$ cat config.mk
export PLATFORM = sky130hd
export DESIGN_NAME = oscc_ctrl
export DESIGN_NICKNAME = d
export VERILOG_FILES = /design/src/shared/oscc_pkg.sv /design/src/hw/oscc_ctrl.sv /design/src/hw/oscc_limit_fsm.sv
export VERILOG_INCLUDE_DIRS = /design/src /design/src/shared
export SDC_FILE = /design/constraint.sdc
export NUM_CORES = 1
export LEC_CHECK = 0
export ABC_AREA = 1
export BUFFER_PORTS_ARGS = -buffer_cell sky130_fd_sc_hd__buf_2
export CORE_ASPECT_RATIO = 0.6
export CORE_MARGIN = 4
export CORE_UTILIZATION = 45
export DETAILED_ROUTE_END_ITERATION = 8
export PLACE_DENSITY = 0.72
export SYNTH_ARGS = -nofsm -noshare
export SYNTH_HDL_FRONTEND = slang
export SYNTH_HIERARCHICAL = 1
export SYNTH_SLANG_ARGS = --single-unit
$ cat constraint.sdc
create_clock -name aclk -period 3.9 [get_ports aclk]
set_clock_uncertainty 0.15 [all_clocks]
set_input_delay 0.78 -clock aclk [delete_from_list [all_inputs] [get_ports aclk]]
set_output_delay 0.78 -clock aclk [all_outputs]
set_load 0.01 [all_outputs]
$ cat src/shared/oscc_cfg.svh
`ifndef OSCC_CFG_SVH
`define OSCC_CFG_SVH
// Register byte offsets
`define OSCC_CTRL_ADDR      12'h000
`define OSCC_STAT_ADDR      12'h004
`define OSCC_IRQ_STAT_ADDR  12'h008
`define OSCC_IRQ_MASK_ADDR  12'h00c
`define OSCC_CNT_ADDR       12'h010
// Control fields
`define OSCC_CTRL_RUN_BIT   0
`define OSCC_CTRL_CAP_LSB   1
`define OSCC_CTRL_RESET     32'h0000_0000
// Interrupt bits
`define OSCC_IRQ_RESTART    0
`define OSCC_IRQ_REGULATE   1
`define OSCC_IRQ_LINE_UV    2
`define OSCC_IRQ_W          3
// Clock 100 MHz; standard oscillator 132 kHz, peak 264 kHz
`define OSCC_CLK_HZ         100000000
`define OSCC_STD_HZ         132000
`define OSCC_STD_PERIOD     (`OSCC_CLK_HZ / `OSCC_STD_HZ)
`define OSCC_PEAK_PERIOD    (`OSCC_CLK_HZ / (2 * `OSCC_STD_HZ))
`define OSCC_DUTY_PCT       65
`define OSCC_FAULT_CYCLES   8192
`define OSCC_RESTART_OFF_MS 1000
`define OSCC_RESTART_CYCLES (`OSCC_RESTART_OFF_MS * 100000)
// Current-limit state machine thresholds, in consecutive samples
`define OSCC_PEAK_RUN       4
`define OSCC_SKIP_MED       2
`define OSCC_SKIP_LOW       6
`endif

$ cat src/shared/oscc_pkg.sv
package oscc_pkg;
   typedef enum logic [1:0] {
      OSCC_CAP_SMALL,
      OSCC_CAP_MID,
      OSCC_CAP_LARGE
   } oscc_cap_t;

   typedef enum logic [1:0] {
      OSCC_LIM_LOW,
      OSCC_LIM_MED,
      OSCC_LIM_STD,
      OSCC_LIM_PEAK
   } oscc_limit_t;

   typedef struct packed {
      logic cur_limit;
      logic max_duty_signal;
      logic line_uv;
      logic res_absent;
      logic supply_uv;
   } oscc_sense_t;

   typedef struct packed {
      oscc_cap_t   cap_set;
      oscc_limit_t level;
   } oscc_limit_sel_t;
endpackage
$ cat src/hw/oscc_ctrl.sv
// Design decisions made here: the AXI4-Lite interface to the registers and the register addresses.
`timescale 1ns/1ps
`include "oscc_cfg.svh"
// Notes on behaviour
// With extension on, gate stays on until current limit, ignoring duty end. Here a cycle start that samples enable low also ends it.
// Extension off at startup and after restart, back on at regulation.
// From power-up or restart hold, switching starts only above line threshold.
// Power-up waits for line undervoltage clear and supply settled.
// Once switching, line undervoltage is ignored until auto-restart.
// Line undervoltage during restart hold freezes the restart counter.
// Absent sense resistor disables the line undervoltage function.
// Enabled cycle turns on at start, off at limit or duty end.
// A started cycle completes regardless of enable changes.
// Clock runs always; enable sampled each cycle start.
// Highest limit level doubles oscillator rate; lower levels use standard.
// More skipped cycles step limit to medium then lowest level.
// Feedback holds enable high below reference, low above target.
// On power-down, switch for fault interval then stay off while line low.
// Capacitor size picks standard, reduced or increased limit set.
// Low enable sample clears fault counter; full count enters auto-restart.
// Auto-restart holds off, then alternates on and off until cleared.
// Analog conditions arrive as synchronous single-bit inputs.
// Limit level and rate kept in a state register, moved at cycle edges.
module oscc_ctrl
   import oscc_pkg::*;
#(
   parameter int unsigned RESTART_CYCLES = `OSCC_RESTART_CYCLES
)
(
   input  wire logic        aclk,
   input  wire logic        aresetn,
   input  wire logic        feedback_line_sense_pin,
   input  oscc_sense_t      sense,
   input  oscc_cap_t        supply_capacitor_pin,
   output logic             gate,
   output oscc_limit_sel_t  limit_sel,
   output logic             max_duty_signal,
   output logic             irq,
   input  wire logic [11:0] s_axi_awaddr,
   input  wire logic        s_axi_awvalid,
   output logic             s_axi_awready,
   input  wire logic [31:0] s_axi_wdata,
   input  wire logic [3:0]  s_axi_wstrb,
   input  wire logic        s_axi_wvalid,
   output logic             s_axi_wready,
   output logic [1:0]       s_axi_bresp,
   output logic             s_axi_bvalid,
   input  wire logic        s_axi_bready,
   input  wire logic [11:0] s_axi_araddr,
   input  wire logic        s_axi_arvalid,
   output logic             s_axi_arready,
   output logic [31:0]      s_axi_rdata,
   output logic [1:0]       s_axi_rresp,
   output logic             s_axi_rvalid,
   input  wire logic        s_axi_rready
);
   typedef enum logic [1:0] {
      OSCC_ST_POWERUP,
      OSCC_ST_RUN,
      OSCC_ST_HOLD,
      OSCC_ST_RETRY
   } oscc_state_t;

   oscc_state_t  state;
   oscc_state_t  next_state;
   oscc_limit_t  level;
   logic         double_rate;
   logic [9:0]   osc_cnt;
   logic [13:0]  fault_cnt;
   logic [26:0]  hold_cnt;
   logic         ext_en;
   logic         cycle_on;
   logic         run_sw;
   logic [31:0]  ctrl;
   logic [`OSCC_IRQ_W-1:0] irq_stat;
   logic [`OSCC_IRQ_W-1:0] irq_mask;
   logic [31:0]  cycle_total;
   logic [11:0]  aw_addr;
   logic         aw_held;
   logic [31:0]  w_data;
   logic [3:0]   w_strb;
   logic         w_held;

   function automatic logic [9:0] duty_of(input logic [9:0] period);
      duty_of = 10'((32'(period) * `OSCC_DUTY_PCT) / 100);
   endfunction

   // Oscillator period follows the limit level
   wire logic [9:0] period = double_rate ? 10'(`OSCC_PEAK_PERIOD)
                                         : 10'(`OSCC_STD_PERIOD);
   wire logic cycle_start = (osc_cnt == 10'h000);
   wire logic cycle_end   = (osc_cnt == period - 10'h1);
   wire logic duty_on     = osc_cnt < duty_of(period);
   wire logic sample_en   = feedback_line_sense_pin;
   wire logic sw_enable   = ctrl[`OSCC_CTRL_RUN_BIT];
   // Line undervoltage counts only if a sense resistor is fitted
   wire logic line_low    = sense.line_uv && !sense.res_absent;
   wire logic fault_full  = fault_cnt == 14'(`OSCC_FAULT_CYCLES - 1);
   wire logic hold_done   = hold_cnt == 27'(RESTART_CYCLES - 1);
   wire logic switching   = (state == OSCC_ST_RUN || state == OSCC_ST_RETRY);

   // State transitions on cycle boundaries only
   always_comb begin
      next_state = state;
      unique case (state)
         OSCC_ST_POWERUP: begin
            if (!line_low && !sense.supply_uv && sw_enable) begin
               next_state = OSCC_ST_RUN;  // see R03
            end
         end
         OSCC_ST_RUN, OSCC_ST_RETRY: begin
            // Line sense ignored while switching
            if (fault_full && sample_en) begin
               next_state = OSCC_ST_HOLD;  // see R05 see R16
            end else if (!sample_en && state == OSCC_ST_RETRY) begin
               next_state = OSCC_ST_RUN;
            end
         end
         OSCC_ST_HOLD: begin
            if (hold_done && !line_low && !sense.supply_uv) begin
               next_state = OSCC_ST_RETRY;  // see R03
            end
         end
      endcase
   end

   always_ff @(posedge aclk) begin
      if (!aresetn) begin
         osc_cnt <= 10'h000;
      end else begin
         osc_cnt <= cycle_end ? 10'h000 : osc_cnt + 10'h1;
      end
   end

   always_ff @(posedge aclk) begin
      if (!aresetn) begin
         state     <= OSCC_ST_POWERUP;
         fault_cnt <= 14'h0000;
      end else if (cycle_start) begin
         state     <= next_state;

         fault_cnt <= (!sample_en || !switching) ? 14'h0000
                    : (fault_full ? fault_cnt : fault_cnt + 14'h1);
      end
   end

   // Restart hold timer freezes while the line is low
   always_ff @(posedge aclk) begin
      if (!aresetn || state != OSCC_ST_HOLD) begin
         hold_cnt <= 27'h0;
      end else if (!line_low && !hold_done) begin
         hold_cnt <= hold_cnt + 27'h1;
      end
   end

   // Extension only after the output has been seen in regulation
   always_ff @(posedge aclk) begin
      if (!aresetn || !switching || state == OSCC_ST_RETRY) begin
         ext_en <= 1'b0;
      end else if (cycle_start && !sample_en) begin
         ext_en <= 1'b1;
      end
   end

   // Gate pulse: decided once per cycle; the enable input cuts only an extended pulse, at a cycle start
   always_ff @(posedge aclk) begin
      if (!aresetn) begin
         cycle_on <= 1'b0;
      end else if (cycle_start) begin
         cycle_on <= switching && sample_en && !sense.supply_uv;
      end else if (sense.cur_limit) begin
         cycle_on <= 1'b0;
      end else if (!sense.max_duty_signal && !ext_en) begin
         cycle_on <= 1'b0;                  // see R08
      end else if (cycle_end) begin
         cycle_on <= ext_en && cycle_on;
      end
   end

   always_ff @(posedge aclk) begin
      if (!aresetn) begin
         max_duty_signal <= 1'b0;
         run_sw          <= 1'b0;
      end else begin
         max_duty_signal <= duty_on;
         run_sw          <= switching;
      end
   end

   assign gate = cycle_on;

   oscc_limit_fsm u_fsm (
      .aclk        (aclk),
      .aresetn     (aresetn),
      .cycle_start (cycle_start && switching),
      .sample      (sample_en),
      .level       (level),
      .double_rate (double_rate)
   );

   // Limit set follows the capacitor straps while in power-up, held once the state leaves OSCC_ST_POWERUP
   always_ff @(posedge aclk) begin
      if (!aresetn) begin
         limit_sel <= '{OSCC_CAP_SMALL, OSCC_LIM_STD};
      end else begin
         if (state == OSCC_ST_POWERUP) begin
            limit_sel.cap_set <= supply_capacitor_pin;
         end
         limit_sel.level <= level;                    // see R19
      end
   end

   // AXI4-Lite slave
   wire logic do_write = aw_held && w_held && !s_axi_bvalid;
   wire logic [`OSCC_IRQ_W-1:0] irq_ev = {
      state == OSCC_ST_HOLD && line_low,
      ext_en && cycle_start && !sample_en,
      next_state == OSCC_ST_HOLD && state != OSCC_ST_HOLD && cycle_start};
   wire logic wr_ctrl = do_write && aw_addr == `OSCC_CTRL_ADDR;
   wire logic wr_stat = do_write && aw_addr == `OSCC_IRQ_STAT_ADDR;
   wire logic wr_mask = do_write && aw_addr == `OSCC_IRQ_MASK_ADDR;
   wire logic aw_ok   = aw_addr == `OSCC_CTRL_ADDR
                     || aw_addr == `OSCC_IRQ_STAT_ADDR
                     || aw_addr == `OSCC_IRQ_MASK_ADDR;
   wire logic ar_ok   = s_axi_araddr[11:5] == 7'h0
                     && s_axi_araddr[4:2] <= 3'h4;
   wire logic [31:0] rd_mux =
        s_axi_araddr == `OSCC_CTRL_ADDR ? ctrl
      : s_axi_araddr == `OSCC_STAT_ADDR ?
           {24'h0, run_sw, ext_en, limit_sel.cap_set, limit_sel.level,
            state}
      : s_axi_araddr == `OSCC_IRQ_STAT_ADDR ? {29'h0, irq_stat}
      : s_axi_araddr == `OSCC_IRQ_MASK_ADDR ? {29'h0, irq_mask}
      : s_axi_araddr == `OSCC_CNT_ADDR ? cycle_total : 32'h0;

   assign s_axi_awready = !aw_held;
   assign s_axi_wready  = !w_held;
   assign s_axi_arready = !s_axi_rvalid;
   assign irq           = |(irq_stat & irq_mask);

   always_ff @(posedge aclk) begin
      if (!aresetn) begin
         aw_held      <= 1'b0;
         w_held       <= 1'b0;
         aw_addr      <= 12'h000;
         w_data       <= 32'h0;
         w_strb       <= 4'h0;
         s_axi_bvalid <= 1'b0;
         s_axi_bresp  <= 2'h0;
      end else begin
         if (s_axi_awvalid && !aw_held) begin
            aw_held <= 1'b1;
            aw_addr <= {s_axi_awaddr[11:2], 2'h0};
         end
         if (s_axi_wvalid && !w_held) begin
            w_held <= 1'b1;
            w_data <= s_axi_wdata;
            w_strb <= s_axi_wstrb;
         end
         if (do_write) begin
            aw_held      <= 1'b0;
            w_held       <= 1'b0;
            s_axi_bvalid <= 1'b1;
            s_axi_bresp  <= aw_ok ? 2'h0 : 2'h2;
         end else if (s_axi_bready) begin
            s_axi_bvalid <= 1'b0;
         end
      end
   end

   always_ff @(posedge aclk) begin
      if (!aresetn) begin
         s_axi_rvalid <= 1'b0;
         s_axi_rdata  <= 32'h0;
         s_axi_rresp  <= 2'h0;
      end else if (s_axi_arvalid && !s_axi_rvalid) begin
         s_axi_rvalid <= 1'b1;
         s_axi_rdata  <= rd_mux;
         s_axi_rresp  <= ar_ok ? 2'h0 : 2'h2;
      end else if (s_axi_rready) begin
         s_axi_rvalid <= 1'b0;
      end
   end

   // Set wins over a write-one clear in the same cycle
   always_ff @(posedge aclk) begin
      if (!aresetn) begin
         ctrl        <= `OSCC_CTRL_RESET;
         irq_stat    <= '0;
         irq_mask    <= '0;
         cycle_total <= 32'h0;
      end else begin
         if (wr_ctrl && w_strb[0]) begin
            ctrl[7:0] <= w_data[7:0];
         end
         if (wr_mask && w_strb[0]) begin
            irq_mask <= w_data[`OSCC_IRQ_W-1:0];
         end
         irq_stat <= (irq_stat & ~(wr_stat && w_strb[0]
                     ? w_data[`OSCC_IRQ_W-1:0] : '0)) | irq_ev;
         if (cycle_start && cycle_on == 1'b0 && switching && sample_en) begin
            cycle_total <= cycle_total + 32'h1;
         end
      end
   end
endmodule

$ cat src/hw/oscc_limit_fsm.sv
`timescale 1ns/1ps
`include "oscc_cfg.svh"
module oscc_limit_fsm
   import oscc_pkg::*;
(
   input  wire logic        aclk,
   input  wire logic        aresetn,
   input  wire logic        cycle_start,
   input  wire logic        sample,
   output oscc_limit_t      level,
   output logic             double_rate
);
   logic [3:0]  on_run;
   logic [3:0]  off_run;
   oscc_limit_t next_level;
   wire logic   run_full  = on_run >= 4'(`OSCC_PEAK_RUN - 1);
   wire logic   skip_low  = off_run >= 4'(`OSCC_SKIP_LOW - 1);
   wire logic   skip_med  = off_run >= 4'(`OSCC_SKIP_MED - 1);

   // Level moves only on a cycle boundary
   always_comb begin
      next_level = level;
      if (sample && run_full) begin
         next_level = OSCC_LIM_PEAK;
      end else if (!sample && skip_low) begin
         next_level = OSCC_LIM_LOW;
      end else if (!sample && skip_med && level != OSCC_LIM_LOW) begin
         next_level = OSCC_LIM_MED;
      end else if (sample && level == OSCC_LIM_PEAK) begin
         next_level = OSCC_LIM_PEAK;
      end else if (sample && on_run != 4'h0) begin
         next_level = OSCC_LIM_STD;
      end
   end

   always_ff @(posedge aclk) begin
      if (!aresetn) begin
         level   <= OSCC_LIM_STD;
         on_run  <= 4'h0;
         off_run <= 4'h0;
      end else if (cycle_start) begin
         level   <= next_level;
         on_run  <= sample ? (run_full ? on_run : on_run + 4'h1) : 4'h0;
         off_run <= sample ? 4'h0 : (skip_low ? off_run : off_run + 4'h1);
      end
   end

   assign double_rate = (level == OSCC_LIM_PEAK);
endmodule

* Word level (Yosys, flattened, before mapping)
Index checks and enable logic that the tools add are counted.
** Operators by class
- Reductions and logical operators :: 79
- $add $sub $neg :: 7
- Muxes and demuxes :: 33
- Divide/modulo/power cells :: 1
- Multipliers :: 1
- Bitwise gates (word level) :: 6
- Eq/ne operators :: 18
- Magnitude comparators :: 5
** Operator list (number)
- 2-to-1 mux 32 bit :: 5
- logical AND 1 bit :: 40
- adder 32 x 1 -> 32 bit, second input constant :: 1
- divider 17 x 7 -> 32 bit, second input constant :: 1
- 2-to-1 mux 14 bit :: 2
- adder 27 x 1 -> 27 bit, second input constant :: 1
- equality test 27 bit, second input constant :: 1
- equality test 12 x 4 -> 1 bit, second input constant :: 2
- logical NOT 12 bit :: 2
- 2-to-1 mux 2 bit :: 11
- equality test 10 x 2 -> 1 bit, second input constant :: 2
- multiplier 10 x 7 -> 17 bit, second input constant :: 1
- 2-to-1 mux 4 bit :: 4
- adder 14 x 1 -> 14 bit, second input constant :: 1
- equality test 14 x 13 -> 1 bit, second input constant :: 1
- logical NOT 1 bit :: 13
- equality test 12 x 3 -> 1 bit, second input constant :: 1
- equality test 12 x 5 -> 1 bit, second input constant :: 1
- adder 10 x 1 -> 10 bit, second input constant :: 1
- equality test 10 bit :: 1
- logical NOT 10 bit :: 1
- less-than comparator 10 bit :: 1
- 2-to-1 mux 10 bit :: 1
- subtractor 10 x 1 -> 10 bit, second input constant :: 1
- 25 further kinds :: 54
** Word-level totals
- Output and inout port bits :: 48
- Flip-flop bits (word level) :: 176
- Word-level logic and storage cells :: 177
- Input bits :: 75

* Logic depth before layout (Yosys ltp)
- Word-level depth :: 11
- Gate-level depth with buffers :: 11
- Gate-level depth less buffers :: 11

* Cells and area by module
The synthesis kept the hierarchy.
** Modules (own cells, without submodules)
- oscc_ctrl :: instances 1, cells an instance 1313, seq. area each 3283.1 µm², area each 8649.5 µm²
- oscc_limit_fsm :: instances 1, cells an instance 86, seq. area each 200.2 µm², area each 616.8 µm²

* Worst setup path after synthesis
OpenSTA, ideal clock, no wires.
- Path kind :: register to register
- Start point :: register osc_cnt[0]
- End point :: register u_fsm.on_run[0]
- Data required time :: 3630 ps
- Arrival time :: 1796 ps
- Buffers on the path :: 0
- Stages on the path, launching flop included :: 10
- Library setup time :: 120 ps
- Path slack :: 1834 ps
- Period minus slack after synthesis :: 2066 ps
- Cell sequence :: dfxtp_1 > inv_1 > ha_1 > nand3_1 > nor2_2 > inv_1 > nor2_1 > nand2_1 > o21ai_0 > a21oi_1
** On the way
- Longest elaborated chain between the ends :: 3
** RTL lines
- start, declared :: line oscc_ctrl.sv:68 : logic [9:0] osc_cnt;
- start signal, assigned :: line oscc_ctrl.sv:131 : osc_cnt <= cycle_end ? 10'h000 : osc_cnt + 10'h1;
- logical NOT 10 bit :: line oscc_ctrl.sv:91 : wire logic cycle_start = (osc_cnt == 10'h000);
- logical AND 1 bit :: line oscc_ctrl.sv:195 : .cycle_start (cycle_start && switching),
- AND reduction 2 bit (no line)
- end signal, assigned :: line oscc_limit_fsm.sv:43 : on_run <= sample ? (run_full ? on_run : on_run + 4'h1) : 4'h0;
- end, declared :: line oscc_limit_fsm.sv:13 : logic [3:0] on_run;
Every way passes these cells.
A chain may end at the register's enable or synchronous reset.

* Worst setup path after layout
- Start point :: register osc_cnt[1]
- End point :: register u_fsm.on_run[0]
Same word-level chain as after synthesis.

==> impl.org <==
** Outcome
- The flow ran to the end, and the final reports show no timing, DRC or antenna violations.

** Detailed routing
- First DRT Iteration DRCs :: 822
- In the final routed layout, each cell accounts on average for 14.4 um.
- In this run the remaining antenna-violating nets after routing total 0.
- Drc violations :: 0
- Summed over all layers, the routed wires come to 25400 um.
- In the routed layout, each cell is associated on average with a via count of 5.19.
- The first detailed-routing pass took 5 iterations.
- Vias post-DR :: 9147

** Setup path
- In this run the critical register-to-register path is launched from osc_cnt[1]$_SDFF_PP0_.
- The worst setup path is launched from a register.
- Setup slack of the most critical reg-to-reg path :: 1.23 ns
- The signal on the critical path passes through inv_1 > ha_1 > nand3_1 > nor2_2 > inv_1 > nor2_1 > nand2_1 > o21ai_0 > a21oi_1.
- STA classifies the critical path endpoint as a register.
- Worst setup path class :: reg -> reg
- In this run the worst path has a maximum fanout of 7.
- The largest individual stage delay along the critical path comes from the cell sky130_fd_sc_hd__nor2_1.
- Data arrives at the worst endpoint at 2.83 ns.
- Most common cell type on the critical path :: sky130_fd_sc_hd__inv_1
- STA puts the critical path data required time at 4.06 ns.
- In this run the critical register-to-register path is captured at u_fsm/on_run[0]$_SDFFE_PN0P_.
- Worst-case reg-to-reg path depth :: 9
- On the worst path, the slowest cell contributes a delay of 0.49 ns.

** Floorplan
- From left edge to right edge, the die measures 193 um.
- Initial core utilization :: 46.1%
- The die is 119 um tall.
- The die covers 23000 sq um.
- The total area inside the core boundary comes to 20100 sq um.
- Number of rows created at floorplan :: 40
- Top Ports :: 123

** Power and ir drop
- For this design the ratio of total power to cell area is 373 nW/um^2.
- In this run the static leakage power is 0.00413 uW.
- Total power draw :: 3920 uW
- IR analysis of the VDD net gives a maximum drop of 0.308 mV.

** Global routing
- Number of global-route vias before repair :: 8078
- Pin count of the biggest net entering global routing :: 47
- Number of antenna violations at the first check in global routing :: 1
- Grt ovf :: 0
- First-pass GRT wire length :: 41400 um
- Global routing used 21.8% of the available tracks across all layers.

** Hold path
- Hold crit path type :: reg -> reg
- Hold-critical path depth :: 1
- In this run the most critical hold path is launched from osc_cnt[0]$_SDFF_PP0_.
- For hold timing, the worst endpoint is osc_cnt[0]$_SDFF_PP0_.

** STA
- The worst pin sits at a relative slew slack of 41.7%.
- After layout, the worst path uses 68.4% of the clock period.
- The final-report hold violation count came to 0.
- Min Clock Period, post-route :: 2.67 ns
- Setup repair after global routing left no endpoint under its margin.
- Highest clock frequency the design can meet :: 375 MHz
- After routing, the total negative slack on setup checks comes to 0 ns.
- Final number of setup-violating endpoints :: 0
- For the pin with the worst max-slew slack, the measured transition is 0.874 ns.
- Final max-slew violation count :: 0

** Clock tree
- The number of hold buffers added after CTS was 0.
- After clock tree synthesis, the repair step resized 0 gates.
- CTS built an H-tree with a depth of 4.
- TritonCTS created 17 clock buffers.
- Clock transition at the register clock pins on the worst setup and hold paths after CTS :: 0.07 ns
- The clock reaches the later pin of the worst-skew pair after 0.43 ns.
- Post-CTS setup buffer count :: 0
- The cell sitting at the root of the clock tree is a sky130_fd_sc_hd__clkbuf_16.
- CTS max path bufs :: 2
- Clock tree from TritonCTS :: done
- CTS saw 174 sinks.

** Synthesis
- Post-synth ARST share :: 0%
- The synthesized design spends more area on one cell type than any other, namely sky130_fd_sc_hd__dfxtp_1.
- Number of synthesis warnings :: 6
- Main flop type after synthesis :: sky130_fd_sc_hd__dfxtp_1
- The synthesized design contains 0 enable-type register cells.
- A synthesized cell averages 6.62 sq um.
- Sequential area share after synthesis :: 37.6%
- Flop and latch count out of synthesis :: 174
- In this run the biggest area consumer among cell types represents 37.6% of the synthesized area.
- Cell area after technology mapping :: 9270 sq um
- Synthesis produced a netlist whose cell count is 1399.
- By area the synthesized netlist is led by sky130_fd_sc_hd__dfxtp_1, sky130_fd_sc_hd__nand2_1, sky130_fd_sc_hd__nor2_1.
- Most frequent cells after synthesis :: sky130_fd_sc_hd__nand2_1, sky130_fd_sc_hd__nor2_1, sky130_fd_sc_hd__dfxtp_1
- Most frequent cell after synthesis :: sky130_fd_sc_hd__nand2_1
- The netlist uses 45 different library cells.

** Placement
- The wire-length estimate of the detail-placed layout is 18900 um.
- Routability-driven placement finished with a final weighted congestion of 1.02.
- Total placed instance area :: 9900 sq um
- Number of buffer cells added on primary ports :: 91

** Cells and area
- The number of antenna diodes in the final layout is 0.
- Fraction of final layout cells sized beyond drive strength 1 :: 13.3%
- The area growth from synthesis to layout is 13.5%.
- After routing the design area is 10500 sq um.
- Final nets :: 1564

** Flow run
- Max-cap violations in this run came to 0.
[layout make-up]
| type | count | area, sq um |
|---|---|---|
| inverters | 153 | 574 |
| flip-flops and latches | 174 | 3480 |
| multi-input cells | 1030 | 4990 |
| repair buffers | 99 | 515 |
| well taps | 273 | 342 |
| fillers | 2005 | 9600 |
| clock inverters | 14 | 178 |
| clock buffers | 18 | 439 |
[cell families (layout without fill, tap and decap cells)]
family | after synthesis | after routing | synth area share (%)
other | 1 | 2 | 0.0405
DFF | 174 | 174 | 37.6
adders and majority gates | 14 | 14 | 1.89
and+or+nand+nor | 770 | 770 | 36.4
buffers and inverters | 196 | 284 | 8.64
AOI/OAI and AO/OA | 222 | 222 | 13.3
xor gates and xnor gates | 22 | 22 | 2.08
[worst max path at each step]
| stage | endpoint | slack, ns | cells after the start | startpoint |
|---|---|---|---|---|
| final | u_fsm/on_run[0]$_SDFFE_PN0P_ | 1.23 | 9 | osc_cnt[1]$_SDFF_PP0_ |
| after global routing | u_fsm/on_run[0]$_SDFFE_PN0P_ | 0.98 | 9 | osc_cnt[0]$_SDFF_PP0_ |
| after CTS | u_fsm/on_run[0]$_SDFFE_PN0P_ | 1.26 | 9 | osc_cnt[1]$_SDFF_PP0_ |
| after detailed placement | u_fsm/on_run[0]$_SDFFE_PN0P_ | 1.25 | 9 | osc_cnt[1]$_SDFF_PP0_ |
| after global placement | s_axi_rdata[3]$_SDFFE_PN0P_ | 1.36 | 10 | s_axi_araddr[11] |
| after floorplan | u_fsm/on_run[0]$_SDFFE_PN0P_ | 1.83 | 9 | osc_cnt[0]$_SDFF_PP0_ |
[critical path: cells and delay by family, from the launching register on]
family | cells | cell delay [ns]
AOI/OAI and AO/OA | 2 | 0.27
adders and majority gates | 1 | 0.18
and+or+nand+nor | 4 | 1.34
DFF | 1 | 0.33
buffers and inverters | 2 | 0.28
[per-stage QoR]
step	utilization, %	setup WS (ns)	hold slack (ns)	instances
5_1_grt	52.3	0.979	0.327	1761
2_1_floorplan	-	1.83	0.267	1400
4_1_cts	52.3	1.26	0.301	1761
3_5_place_dp	49.2	1.25	0.284	1729
3_3_place_gp	49.2	1.36	0.275	1729
6_report	52.3	1.23	0.301	1761
[sequential cells by signal (all words and copies together) (netlist names), 2 cells and up]
name and flops:
aw_addr 10, ctrl 8, cycle_total 32, fault_cnt 14, hold_cnt 27, irq_mask 3, irq_stat 3, limit_sel 4
osc_cnt 10, s_axi_rdata 32, state 2, u_fsm/level 2, u_fsm/off_run 4, u_fsm/on_run 4, w_data 8
[power breakdown]
part	switching, uW	total (uW)	internal [uW]
sequential	25.7	1840	1810
clock	766	1810	1040
combinational	201	283	81.5
total	993	3920	2930
[routing by layer]
metal	part of all wire [%]	vias up	GRT usage, %	routed length [um]
li1	-	4665	-	-
met1	53	4137	35.2	13400
met2	37	328	27.7	9390
met3	9.6	15	6.79	2450
met4	0.55	2	3.85	140
met5	0.028	-	0	7
[layout by cell type, fill, tap and decap left out, types with 3 or more instances in the layout]
master / instances
sky130_fd_sc_hd__nand2_2: 12
sky130_fd_sc_hd__nor2_1: 184
sky130_fd_sc_hd__nand3b_1: 13
sky130_fd_sc_hd__a211oi_1: 3
sky130_fd_sc_hd__nand4_1: 23
sky130_fd_sc_hd__o21ai_1: 4
sky130_fd_sc_hd__nor3b_1: 5
sky130_fd_sc_hd__buf_2: 91
sky130_fd_sc_hd__nor2_4: 7
sky130_fd_sc_hd__bufinv_16: 3
sky130_fd_sc_hd__clkinv_2: 3
sky130_fd_sc_hd__inv_1: 145
sky130_fd_sc_hd__nand2_1: 368
sky130_fd_sc_hd__a21oi_2: 19
sky130_fd_sc_hd__clkbuf_16: 17
sky130_fd_sc_hd__nand2_4: 3
sky130_fd_sc_hd__xor2_1: 20
sky130_fd_sc_hd__nor3_1: 32
sky130_fd_sc_hd__a31oi_1: 3
sky130_fd_sc_hd__ha_1: 14
sky130_fd_sc_hd__dfxtp_1: 174
sky130_fd_sc_hd__inv_2: 6
sky130_fd_sc_hd__nand3_1: 106
sky130_fd_sc_hd__nor2_2: 5
sky130_fd_sc_hd__o21ai_0: 71
sky130_fd_sc_hd__inv_6: 5
sky130_fd_sc_hd__nor3_2: 6
sky130_fd_sc_hd__a21oi_1: 111
sky130_fd_sc_hd__buf_4: 8
Power figures use the tool's default switching activity.
